--- src/inc/sgr_pkg.sv ---
// constants and types shared by the software interrupt generation block
package sgr_pkg;

   // write-encoding of the two generation registers
   localparam logic [1:0] SYS_OP0       = 2'h3;
   localparam logic [2:0] SYS_OP1       = 3'h0;
   localparam logic [3:0] SYS_CRN       = 4'hC;
   localparam logic [3:0] SYS_CRM       = 4'hB;
   localparam logic [2:0] SYS_OP2_GRP0  = 3'h7;
   localparam logic [2:0] SYS_OP2_GRP1  = 3'h5;

   // field positions of the written value
   localparam int AFFINITY_LEVEL3_LSB   = 48;
   localparam int RANGE_LSB  = 44;
   localparam int BCAST_BIT  = 40;
   localparam int AFFINITY_LEVEL2_LSB   = 32;
   localparam int INTERRUPT_IDENTIFIER_LSB  = 24;
   localparam int AFFINITY_LEVEL1_LSB   = 16;
   localparam int TLIST_LSB  = 0;
   localparam int AFF_W      = 8;
   localparam int RANGE_W    = 4;
   localparam int INTERRUPT_IDENTIFIER_W    = 4;
   localparam int TLIST_W    = 16;
   localparam int CLUSTER_SZ = 16;
   localparam int AFF0_W     = 8;

   // syndrome class of a system register access trap
   localparam logic [5:0] TRAP_SYNDROME = 6'h18;

   // exception levels
   localparam logic [1:0] EL0 = 2'h0;
   localparam logic [1:0] EL1 = 2'h1;
   localparam logic [1:0] EL2 = 2'h2;
   localparam logic [1:0] EL3 = 2'h3;

   // monitor routing field value sending both irq and fiq to level 3
   localparam logic [1:0] MON_ROUTE_BOTH = 2'h3;

   // outcome of an access check
   typedef enum logic [2:0]
   {
      SGR_ACC_PERFORM = 3'b000,
      SGR_ACC_UNDEF   = 3'b001,
      SGR_ACC_TRAP1   = 3'b010,
      SGR_ACC_TRAP2   = 3'b011,
      SGR_ACC_TRAP3   = 3'b100,
      SGR_ACC_NONE    = 3'b101
   } sgr_acc_e;

   // request state toward the distributor
   typedef enum logic [0:0]
   {
      SGR_IDLE = 1'b0,
      SGR_SEND = 1'b1
   } sgr_state_e;

endpackage

--- src/core/sgr_access_check.sv ---
// access check for writes to the generation registers
`timescale 1ns/1ps
`default_nettype none
module sgr_access_check
(
   input  wire logic [1:0]      curEl,
   input  wire logic            el2Enabled,
   input  wire logic            el3Present,
   input  wire logic            halted,
   input  wire logic            secureDebugDisabled,
   input  wire logic            earlyUndefOption,
   input  wire logic            sreEl1,
   input  wire logic            sreEl2,
   input  wire logic            sreEl3,
   input  wire logic            commonRegisterTrap,
   input  wire logic            fiqRouteOverride,
   input  wire logic            irqRouteOverride,
   input  wire logic [1:0]      monitorIrqFiqRoute,
   output var sgr_pkg::sgr_acc_e verdict
);
   logic monBoth;
   logic undefDbg;

   assign monBoth  = el3Present && (monitorIrqFiqRoute == sgr_pkg::MON_ROUTE_BOTH);
   assign undefDbg = halted && secureDebugDisabled;

   // priority chain per level; enable check precedes hypervisor and monitor
   always_comb
   begin
      verdict = sgr_pkg::SGR_ACC_PERFORM;
      unique case (curEl)
         sgr_pkg::EL0: verdict = sgr_pkg::SGR_ACC_UNDEF;
         sgr_pkg::EL1:
         begin
            if (undefDbg && earlyUndefOption && monBoth) verdict = sgr_pkg::SGR_ACC_UNDEF;
            else if (!sreEl1) verdict = sgr_pkg::SGR_ACC_TRAP1;
            else if (el2Enabled && commonRegisterTrap) verdict = sgr_pkg::SGR_ACC_TRAP2;
            else if (el2Enabled && fiqRouteOverride) verdict = sgr_pkg::SGR_ACC_TRAP2;
            else if (el2Enabled && irqRouteOverride) verdict = sgr_pkg::SGR_ACC_TRAP2;
            else if (monBoth)
               verdict = undefDbg ? sgr_pkg::SGR_ACC_UNDEF : sgr_pkg::SGR_ACC_TRAP3;
         end
         sgr_pkg::EL2:
         begin
            if (undefDbg && earlyUndefOption && monBoth) verdict = sgr_pkg::SGR_ACC_UNDEF;
            else if (!sreEl2) verdict = sgr_pkg::SGR_ACC_TRAP2;
            else if (monBoth)
               verdict = undefDbg ? sgr_pkg::SGR_ACC_UNDEF : sgr_pkg::SGR_ACC_TRAP3;
         end
         sgr_pkg::EL3:
         begin
            if (!sreEl3) verdict = sgr_pkg::SGR_ACC_TRAP3;
         end
      endcase
   end

endmodule // sgr_access_check
`default_nettype wire

--- src/core/sgr_target_expand.sv ---
// expands a target bitmap into a mask over the level-0 affinity space
`timescale 1ns/1ps
`default_nettype none
module sgr_target_expand
(
   input  wire logic [3:0]    rangeSelector,
   input  wire logic [15:0]   targetBitmap,
   input  wire logic [255:0]  validAff0,
   output logic [255:0]       aff0Mask
);
   // bit n lands at selector*16+n; invalid entries are dropped
   always_comb
   begin
      aff0Mask = '0;
      for (int n = 0; n < sgr_pkg::CLUSTER_SZ; n++)
      begin
         aff0Mask[{rangeSelector, 4'(n)}] = targetBitmap[n];
      end
      aff0Mask = aff0Mask & validAff0;
   end

endmodule // sgr_target_expand
`default_nettype wire

--- src/core/sgr_generate.sv ---
// software interrupt generation from writes of the two generation registers
//
// Overview of operation
// - affinity path from bits 55:48, 39:32, 23:16
// - range selector picks sixteen-wide level-0 block
// - selector reads as zero without cpu support
// - unsupported nonzero selector: drop or zero
// - bit 40 selects broadcast except writer
// - identifier taken from bits 27:24
// - bitmap bit n selects level-0 affinity n
// - bitmap bits without valid target ignored
// - without selector only affinity below sixteen
// - distributor always accepts, acknowledges, may discard
// - group 0 nonsecure writes need access permission
// - security enabled: forbidden nonsecure targets skipped
// - level 3 writes always count as secure
// - group 1 uses writer's state, maybe group 0
// - write-only, encoded 3,0,12,11 with op2 7/5
// - level 0 writes are undefined
// - level 1 disabled interface traps level 1
// - hypervisor trap, fiq, irq route trap level 2
// - monitor routing traps level 3, or undefined
// - level 2 disabled interface traps level 2
// - level 3 disabled interface traps level 3
`timescale 1ns/1ps
`default_nettype none
module sgr_generate
(
   input  wire logic            clk_sys,
   input  wire logic            rstn,
   // system register write port
   input  wire logic            sysWrValid,
   input  wire logic [1:0]      sysOp0,
   input  wire logic [2:0]      sysOp1,
   input  wire logic [3:0]      sysCrn,
   input  wire logic [3:0]      sysCrm,
   input  wire logic [2:0]      sysOp2,
   input  wire logic [63:0]     sysWrData,
   // processor state
   input  wire logic [1:0]      curEl,
   input  wire logic            monitorNonsecureBit,
   input  wire logic            el2Enabled,
   input  wire logic            el3Present,
   input  wire logic            halted,
   input  wire logic            secureDebugDisabled,
   input  wire logic            earlyUndefOption,
   input  wire logic            sreEl1,
   input  wire logic            sreEl2,
   input  wire logic            sreEl3,
   input  wire logic            commonRegisterTrap,
   input  wire logic            fiqRouteOverride,
   input  wire logic            irqRouteOverride,
   input  wire logic [1:0]      monitorIrqFiqRoute,
   // configuration
   input  wire logic            cpuRangeSelectSupport,
   input  wire logic            distRangeSelectSupport,
   input  wire logic            dropOnBadRange,
   input  wire logic            disableSecurity,
   input  wire logic            grp1AsGroup0,
   // access outcome
   output logic                 accUndefined,
   output logic                 accTrap,
   output logic [1:0]           accTrapEl,
   output logic [5:0]           accSyndrome,
   // request toward distributor
   output logic                 sgiReqValid,
   input  wire logic            sgiReqReady,
   output logic [7:0]           reqAffinityLevel3,
   output logic [7:0]           reqAffinityLevel2,
   output logic [7:0]           reqAffinityLevel1,
   output logic [3:0]           reqRangeSelector,
   output logic [15:0]          reqTargetBitmap,
   output logic [3:0]           reqInterruptIdentifier,
   output logic                 reqBroadcast,
   output logic                 reqGroup0,
   output logic                 reqSecure,
   output logic                 reqNonsecureCheck
);
   typedef struct packed
   {
      sgr_pkg::sgr_state_e state;
      logic       undef;
      logic       trap;
      logic [1:0] trapEl;
      logic [7:0] affinity_level3;
      logic [7:0] affinity_level2;
      logic [7:0] affinity_level1;
      logic [3:0] rsel;
      logic [15:0] tlist;
      logic [3:0] interrupt_identifier;
      logic       bcast;
      logic       grp0;
      logic       secure;
      logic       nsCheck;
   } sgr_state_s;

   sgr_state_s          st;
   sgr_state_s          next_st;
   sgr_pkg::sgr_acc_e   verdict;
   logic                hitGrp0;
   logic                hitGrp1;
   logic                isSecure;
   logic [3:0]          effRange;
   logic                dropWrite;
   logic [255:0]        validAff0;
   logic [255:0]        aff0Mask;

   // checks the level, enable and trap controls
   sgr_access_check uCheck
   (
      .curEl              (curEl),
      .el2Enabled         (el2Enabled),
      .el3Present         (el3Present),
      .halted             (halted),
      .secureDebugDisabled(secureDebugDisabled),
      .earlyUndefOption   (earlyUndefOption),
      .sreEl1             (sreEl1),
      .sreEl2             (sreEl2),
      .sreEl3             (sreEl3),
      .commonRegisterTrap (commonRegisterTrap),
      .fiqRouteOverride   (fiqRouteOverride),
      .irqRouteOverride   (irqRouteOverride),
      .monitorIrqFiqRoute (monitorIrqFiqRoute),
      .verdict            (verdict)
   );

   // register decode; other encodings are not this block's
   function automatic logic encHit(input logic [2:0] op2);
      encHit = sysWrValid && (sysOp0 == sgr_pkg::SYS_OP0) && (sysOp1 == sgr_pkg::SYS_OP1)
               && (sysCrn == sgr_pkg::SYS_CRN) && (sysCrm == sgr_pkg::SYS_CRM)
               && (sysOp2 == op2);
   endfunction

   assign hitGrp0 = encHit(sgr_pkg::SYS_OP2_GRP0);
   assign hitGrp1 = encHit(sgr_pkg::SYS_OP2_GRP1);

   // level 3 is always secure regardless of the monitor bit
   assign isSecure = (curEl == sgr_pkg::EL3) || !monitorNonsecureBit;

   // selector forced to zero without cpu support; without distributor support
   // a nonzero selector is either dropped or zeroed, picked by a strap
   always_comb
   begin
      effRange  = sysWrData[sgr_pkg::RANGE_LSB +: sgr_pkg::RANGE_W];
      dropWrite = 1'b0;
      if (!cpuRangeSelectSupport)
      begin
         effRange = '0;
      end
      else if (!distRangeSelectSupport && (effRange != '0))
      begin
         dropWrite = dropOnBadRange;
         effRange  = '0;
      end
   end

   // next-state: one request held until the distributor takes it
   always_comb
   begin
      next_st       = st;
      next_st.undef = 1'b0;
      next_st.trap  = 1'b0;
      if ((st.state == sgr_pkg::SGR_SEND) && sgiReqReady)
      begin
         next_st.state = sgr_pkg::SGR_IDLE;
      end
      if ((hitGrp0 || hitGrp1) && (next_st.state == sgr_pkg::SGR_IDLE))
      begin
         unique case (verdict)
            sgr_pkg::SGR_ACC_UNDEF:  next_st.undef = 1'b1;
            sgr_pkg::SGR_ACC_TRAP1:
            begin
               next_st.trap   = 1'b1;
               next_st.trapEl = sgr_pkg::EL1;
            end
            sgr_pkg::SGR_ACC_TRAP2:
            begin
               next_st.trap   = 1'b1;
               next_st.trapEl = sgr_pkg::EL2;
            end
            sgr_pkg::SGR_ACC_TRAP3:
            begin
               next_st.trap   = 1'b1;
               next_st.trapEl = sgr_pkg::EL3;
            end
            sgr_pkg::SGR_ACC_PERFORM:
            begin
               if (!dropWrite)
               begin
                  next_st.state = sgr_pkg::SGR_SEND;
                  // reserved bits never reach the request
                  next_st.affinity_level3  = sysWrData[sgr_pkg::AFFINITY_LEVEL3_LSB +: sgr_pkg::AFF_W];
                  next_st.affinity_level2  = sysWrData[sgr_pkg::AFFINITY_LEVEL2_LSB +: sgr_pkg::AFF_W];
                  next_st.affinity_level1  = sysWrData[sgr_pkg::AFFINITY_LEVEL1_LSB +: sgr_pkg::AFF_W];
                  next_st.rsel  = effRange;
                  next_st.tlist = sysWrData[sgr_pkg::TLIST_LSB +: sgr_pkg::TLIST_W];
                  next_st.interrupt_identifier = sysWrData[sgr_pkg::INTERRUPT_IDENTIFIER_LSB +: sgr_pkg::INTERRUPT_IDENTIFIER_W];
                  next_st.bcast = sysWrData[sgr_pkg::BCAST_BIT];
                  next_st.secure = isSecure;
                  // group 1 writes may become group 0 under a security strap
                  next_st.grp0  = hitGrp0 || grp1AsGroup0;
                  // nonsecure group 0 needs per-target permission at the far end, unless security is disabled
                  next_st.nsCheck = !isSecure && !disableSecurity && next_st.grp0;
               end
            end
            default: ;
         endcase
      end
   end

   // one register for all state
   always_ff @(posedge clk_sys or negedge rstn)
   begin
      if (!rstn)
      begin
         st <= '0;
      end
      else
      begin
         st <= next_st;
      end
   end

   assign sgiReqValid            = (st.state == sgr_pkg::SGR_SEND);
   // broadcast hides affinity path and bitmap
   assign reqAffinityLevel3      = st.bcast ? '0 : st.affinity_level3;
   assign reqAffinityLevel2      = st.bcast ? '0 : st.affinity_level2;
   assign reqAffinityLevel1      = st.bcast ? '0 : st.affinity_level1;
   assign reqRangeSelector       = st.bcast ? '0 : st.rsel;
   assign reqTargetBitmap        = st.bcast ? '0 : st.tlist;
   assign reqInterruptIdentifier = st.interrupt_identifier;
   assign reqBroadcast           = st.bcast;
   assign reqGroup0              = st.grp0;
   assign reqSecure              = st.secure;
   assign reqNonsecureCheck      = st.nsCheck;
   assign accUndefined           = st.undef;
   assign accTrap                = st.trap;
   assign accTrapEl              = st.trapEl;
   assign accSyndrome            = st.trap ? sgr_pkg::TRAP_SYNDROME : '0;

   // reachable level-0 space: without cpu selector support only the first block
   assign validAff0 = cpuRangeSelectSupport ? '1
                      : {{($bits(validAff0) - sgr_pkg::CLUSTER_SZ){1'b0}},
                         {sgr_pkg::CLUSTER_SZ{1'b1}}};

   // expanded target mask of the pending request; the distributor does the
   // real per-target filtering, this copy lets the mapping be checked here
   sgr_target_expand uExpand
   (
      .rangeSelector (st.rsel),
      .targetBitmap  (st.tlist),
      .validAff0     (validAff0),
      .aff0Mask      (aff0Mask)
   );

   // a_el0_undef: level 0 write gives undefined next cycle
   a_el0_undef: assert property (@(posedge clk_sys) disable iff (!rstn)
      (hitGrp0 && curEl == sgr_pkg::EL0 && !sgiReqValid) |=> accUndefined && !sgiReqValid)
      else $error("level 0 write not undefined");
   a_el1_trap: assert property (@(posedge clk_sys) disable iff (!rstn)
      (hitGrp1 && curEl == sgr_pkg::EL1 && !sreEl1 && !halted && !sgiReqValid)
      |=> accTrap && accTrapEl == sgr_pkg::EL1)
      else $error("level 1 trap missing");
   // halted excluded: the early undefined check may win over the trap
   a_el2_trap: assert property (@(posedge clk_sys) disable iff (!rstn)
      (hitGrp0 && curEl == sgr_pkg::EL1 && sreEl1 && el2Enabled && commonRegisterTrap
       && !halted && !sgiReqValid)
      |=> accTrap && accTrapEl == sgr_pkg::EL2)
      else $error("level 2 trap missing");
   a_el3_trap: assert property (@(posedge clk_sys) disable iff (!rstn)
      (hitGrp0 && curEl == sgr_pkg::EL3 && !sreEl3 && !sgiReqValid)
      |=> accTrap && accTrapEl == sgr_pkg::EL3)
      else $error("level 3 trap missing");
   a_interrupt_identifier_take: assert property (@(posedge clk_sys) disable iff (!rstn)
      (verdict == sgr_pkg::SGR_ACC_PERFORM && hitGrp1 && !dropWrite && !sgiReqValid)
      |=> sgiReqValid && reqInterruptIdentifier == $past(sysWrData[27:24]))
      else $error("identifier not captured");
   a_el3_secure: assert property (@(posedge clk_sys) disable iff (!rstn)
      (sgiReqValid && !$past(sgiReqValid) && $past(curEl) == sgr_pkg::EL3) |-> reqSecure)
      else $error("level 3 write not secure");
   a_bcast_hide: assert property (@(posedge clk_sys) disable iff (!rstn)
      (sgiReqValid && reqBroadcast) |-> reqTargetBitmap == '0 && reqAffinityLevel1 == '0)
      else $error("broadcast leaks path");
   a_range_zero: assert property (@(posedge clk_sys) disable iff (!rstn)
      sgiReqValid && !$past(sgiReqValid) && !$past(cpuRangeSelectSupport)
      |-> reqRangeSelector == '0)
      else $error("selector not zero");
   a_req_hold: assert property (@(posedge clk_sys) disable iff (!rstn)
      (sgiReqValid && !sgiReqReady) |=> sgiReqValid && $stable(reqInterruptIdentifier))
      else $error("request dropped before accept");
   // bitmap lands in the selected sixteen-wide block and nowhere else
   a_mask_map: assert property (@(posedge clk_sys) disable iff (!rstn)
      (sgiReqValid && !reqBroadcast)
      |-> aff0Mask[{reqRangeSelector, 4'h0} +: sgr_pkg::CLUSTER_SZ] == reqTargetBitmap
          && $countones(aff0Mask) == $countones(reqTargetBitmap))
      else $error("target mask misplaced");

   c_grp0_send: cover property (@(posedge clk_sys) disable iff (!rstn) sgiReqValid && reqGroup0);
   c_bcast_send: cover property (@(posedge clk_sys) disable iff (!rstn) sgiReqValid && reqBroadcast);
   c_trap_el2: cover property (@(posedge clk_sys) disable iff (!rstn) accTrap && accTrapEl == sgr_pkg::EL2);
   c_stall: cover property (@(posedge clk_sys) disable iff (!rstn) sgiReqValid && !sgiReqReady);

endmodule // sgr_generate
`default_nettype wire

--- config.mk ---
export PLATFORM = sky130hd
export DESIGN_NAME = sgr_generate
export DESIGN_NICKNAME = d
export VERILOG_FILES = /design/src/inc/sgr_pkg.sv /design/src/core/sgr_access_check.sv /design/src/core/sgr_target_expand.sv /design/src/core/sgr_generate.sv
export SDC_FILE = /design/constraint.sdc
export NUM_CORES = 1
export LEC_CHECK = 0
export BUFFER_PORTS_ARGS = -buffer_cell sky130_fd_sc_hd__buf_2
export CAP_MARGIN = 0
export CORE_MARGIN = 2
export CORE_UTILIZATION = 28
export DETAILED_ROUTE_END_ITERATION = 16
export SETUP_SLACK_MARGIN = 0.05
export SLEW_MARGIN = 20
export SYNTH_ARGS = -nofsm -noshare
export SYNTH_HDL_FRONTEND = slang
export SYNTH_SLANG_ARGS = --single-unit
--- constraint.sdc ---
create_clock -name clk_sys -period 1.6 [get_ports clk_sys]
set_input_delay 0.32 -clock clk_sys [delete_from_list [all_inputs] [get_ports clk_sys]]
set_output_delay 0.32 -clock clk_sys [all_outputs]
set_load 0.01 [all_outputs]
==> reports/qor.csv <==
metric;value;unit
Worst EP arrival;1980;ps
Post-Syn Area;0.00295;mm²
vias;2319;
Initial Util;0.287;
Yosys reg bits;57;
area of the multi-input gates;0.00154;mm²
largest net degree at the start of global routing;58;
CTS Sinks;57;
Comb power frac;0.074;
vias per inst;4.36;
Mean Syn Cell Area;13.3;µm²
share of layout cells above drive strength 1;0.684;
unrepaired setup endpoints after global routing;yes;
grt ovf;0;
Fill cells;999;
I/O Buffers;148;
P_int;0.00247;W
TritonCTS clock tree;built;
post-synthesis sequential area ratio;0.483;
final hold slack;212;ps
Synth warnings;0;
Clk pin slew, worst setup/hold paths;70;ps
total power;0.00317;W
max cap viols;0;
hpwl dp;5280;µm
Final nets;497;
CP max FO;22;
Tcrit/Tclk final;1.11;
placed insts;510;
Flop pwr share;0.455;
critical path class;primary input to flop;
ANT nets after route;0;
Power Dens Cells;692;mW/mm²
Worst Setup SP;sysOp1[1];
Syn Inst Count;222;
Root Buffer;clkbuf_8;
Synth cell types;31;
die footprint;0.0114;mm²
vias in the first global route;2349;
maximum clock rate;564;MHz
switching part of the total;0.220;
Psw;0.000696;W
Critical Path Start Type;primary input;
htree depth;3;
cell row count;37;
Routed WL;7630;µm
Final min period;1770;ps
first-pass GRT wire length;11500;µm
Setup Viol. Count Final;95;
clock latency on the worst-skew pair;330;ps
DRT Pass-1 Iters;4;
CTS buffer count;9;
Leak Pwr;2.57;nW
GPL Wtd Cong;0.727;
peak supply drop;388;µV
core area;0.0103;mm²
Worst Hold Class;primary input to flop;
Max clock buf depth;2;
Critical R2R Launch;sgiReqValid;
GRT Util Overall;0.132;
violated checks;negative setup slack;
initial antenna violation count;0;
io pins;168;
Clk pwr share;0.472;
Antenna diodes;0;
utilization after layout;0.446;
CP endpoint kind;flop;
most frequent cells in the layout;127 x buf_2, 56 x dfrtp_1, 49 x mux2_4, 27 x nor2b_1, 22 x buf_6;
status;complete, but fails checks;
Die Ht;107;µm
final hold violations;0;
Sequential Area;0.00143;mm²
PnR worst setup slack;-172;ps
Pins Over Slew Limit;0;
Layout Cells excl Fill;532;
Area growth syn-to-layout;55.3;%
Place WS;-571;ps
number of remaining DRC errors;0;
DRT iter0 DRCs;58;
clock skew;6.62;ps
min-delay src;sysWrData[16];
Die Wd;107;µm
Critical Path RT;1810;ps
wire per inst;14.3;µm
commonest non-fill, non-tap cell in the layout;buf_2;
[critical path, stage by stage]
cell and delay (ps):
buf_6 90, or4_4 530, nor4_4 170, and2_4 200
nand4_4 130, buf_12 220, mux2_4 310
[worst paths after layout]
check / to / slack [ps] / cells past startpoint
max in group asynchronous: reqBroadcast / 780 / 3
worst max-delay path: st[40] / -170 / 7
worst max register to register: st[40] / 70 / 5
worst min register to register: st[35] / 500 / 1
worst min-delay path: st[28] / 210 / 2
min in group asynchronous: st[41] / 520 / 3
[per-layer routing]
layer | up-vias | track usage | wire length, µm
met2 | 99 | 0.219 | 3690
li1 | 1092 | - | -
met4 | 0 | 0.0417 | 73
met1 | 1119 | 0.162 | 3330
met3 | 9 | 0.0450 | 540
met5 | - | 0 | 0
[logic make-up (layout without fill, tap and decap cells)]
family / count (synthesis) / in the layout / share of synthesized area
AND/OR/NAND/NOR: 78 / 78 / 0.168
flip-flops: 57 / 57 / 0.483
multiplexers: 53 / 53 / 0.263
buffers and inverters: 22 / 193 / 0.0560
AO/OA/AOI/OAI: 11 / 11 / 0.0280
other: 1 / 4 / 0.00127
[cells in the mapped netlist (all sizes together)]
library cell  number  area (µm²)
buf               17         146
nor2               4        15.0
nor2b             46         288
nor3               2        10.0
or4                1        11.3
nand4b             2        17.5
o2bb2ai            1        8.76
nor4               2        27.5
mux2i              1        10.0
a21oi              3        15.0
clkbuf             4        15.0
nand3              3        15.0
mux2              52         766
a2bb2oi            1        8.76
nand2b             2        12.5
nand4              4        40.0
o31ai              1        7.51
a31oi              1        6.26
nand2              6        22.5
and2               1        6.26
o311ai             2        17.5
o211ai             1        7.51
and3               5        31.3
o221a              1        11.3
inv                1        3.75
conb               1        3.75
dfrtp             57        1430
[stage by stage]
step | setup TNS, ps | area (µm²)
after floorplan | -18940 | 2960
after global placement | -29140 | 3930
after detailed placement | -30150 | 3930
after CTS | -9030 | 4310
after global routing | -15060 | 4580
final | -9670 | 4580
[power groups by stage]
stage / combinational, W / clock (W) / sequential (W)
detailed placement: 0.000230 / 0 / 0.00147
floorplan: 0.0000511 / 0 / 0.00147
finish: 0.000234 / 0.00149 / 0.00144
global placement: 0.000228 / 0 / 0.00147
CTS: 0.000238 / 0.00155 / 0.00144
global route: 0.000261 / 0.00162 / 0.00144
[flip-flops by register name, indices dropped and copies added, names as in the netlist]
signal,flops
reqNonsecureCheck,1
reqInterruptIdentifier,4
reqGroup0,1
sgiReqValid,1
accTrap,1
accTrapEl,2
reqBroadcast,1
reqSecure,1
st,44
accUndefined,1
[area by class of cell]
type / instances / area share
Inverter: 1 / 0.000819
Multi-Input combinational cell: 146 / 0.336
Clock inverter: 5 / 0.0175
Timing Repair Buffer: 177 / 0.266
Clock buffer: 10 / 0.0300
Sequential cell: 57 / 0.312
Tap cell: 136 / 0.0371
[what timing repair did]
item	in CTS	in global routing
hold endpoints to repair	35	0
hold buffers	1	0
pin swaps	1	1
cloned	2	2
resized for setup	20	46
setup buffers	1	1
setup endpoints to repair	58	100
No activity file was read; power rests on OpenSTA's default activity.
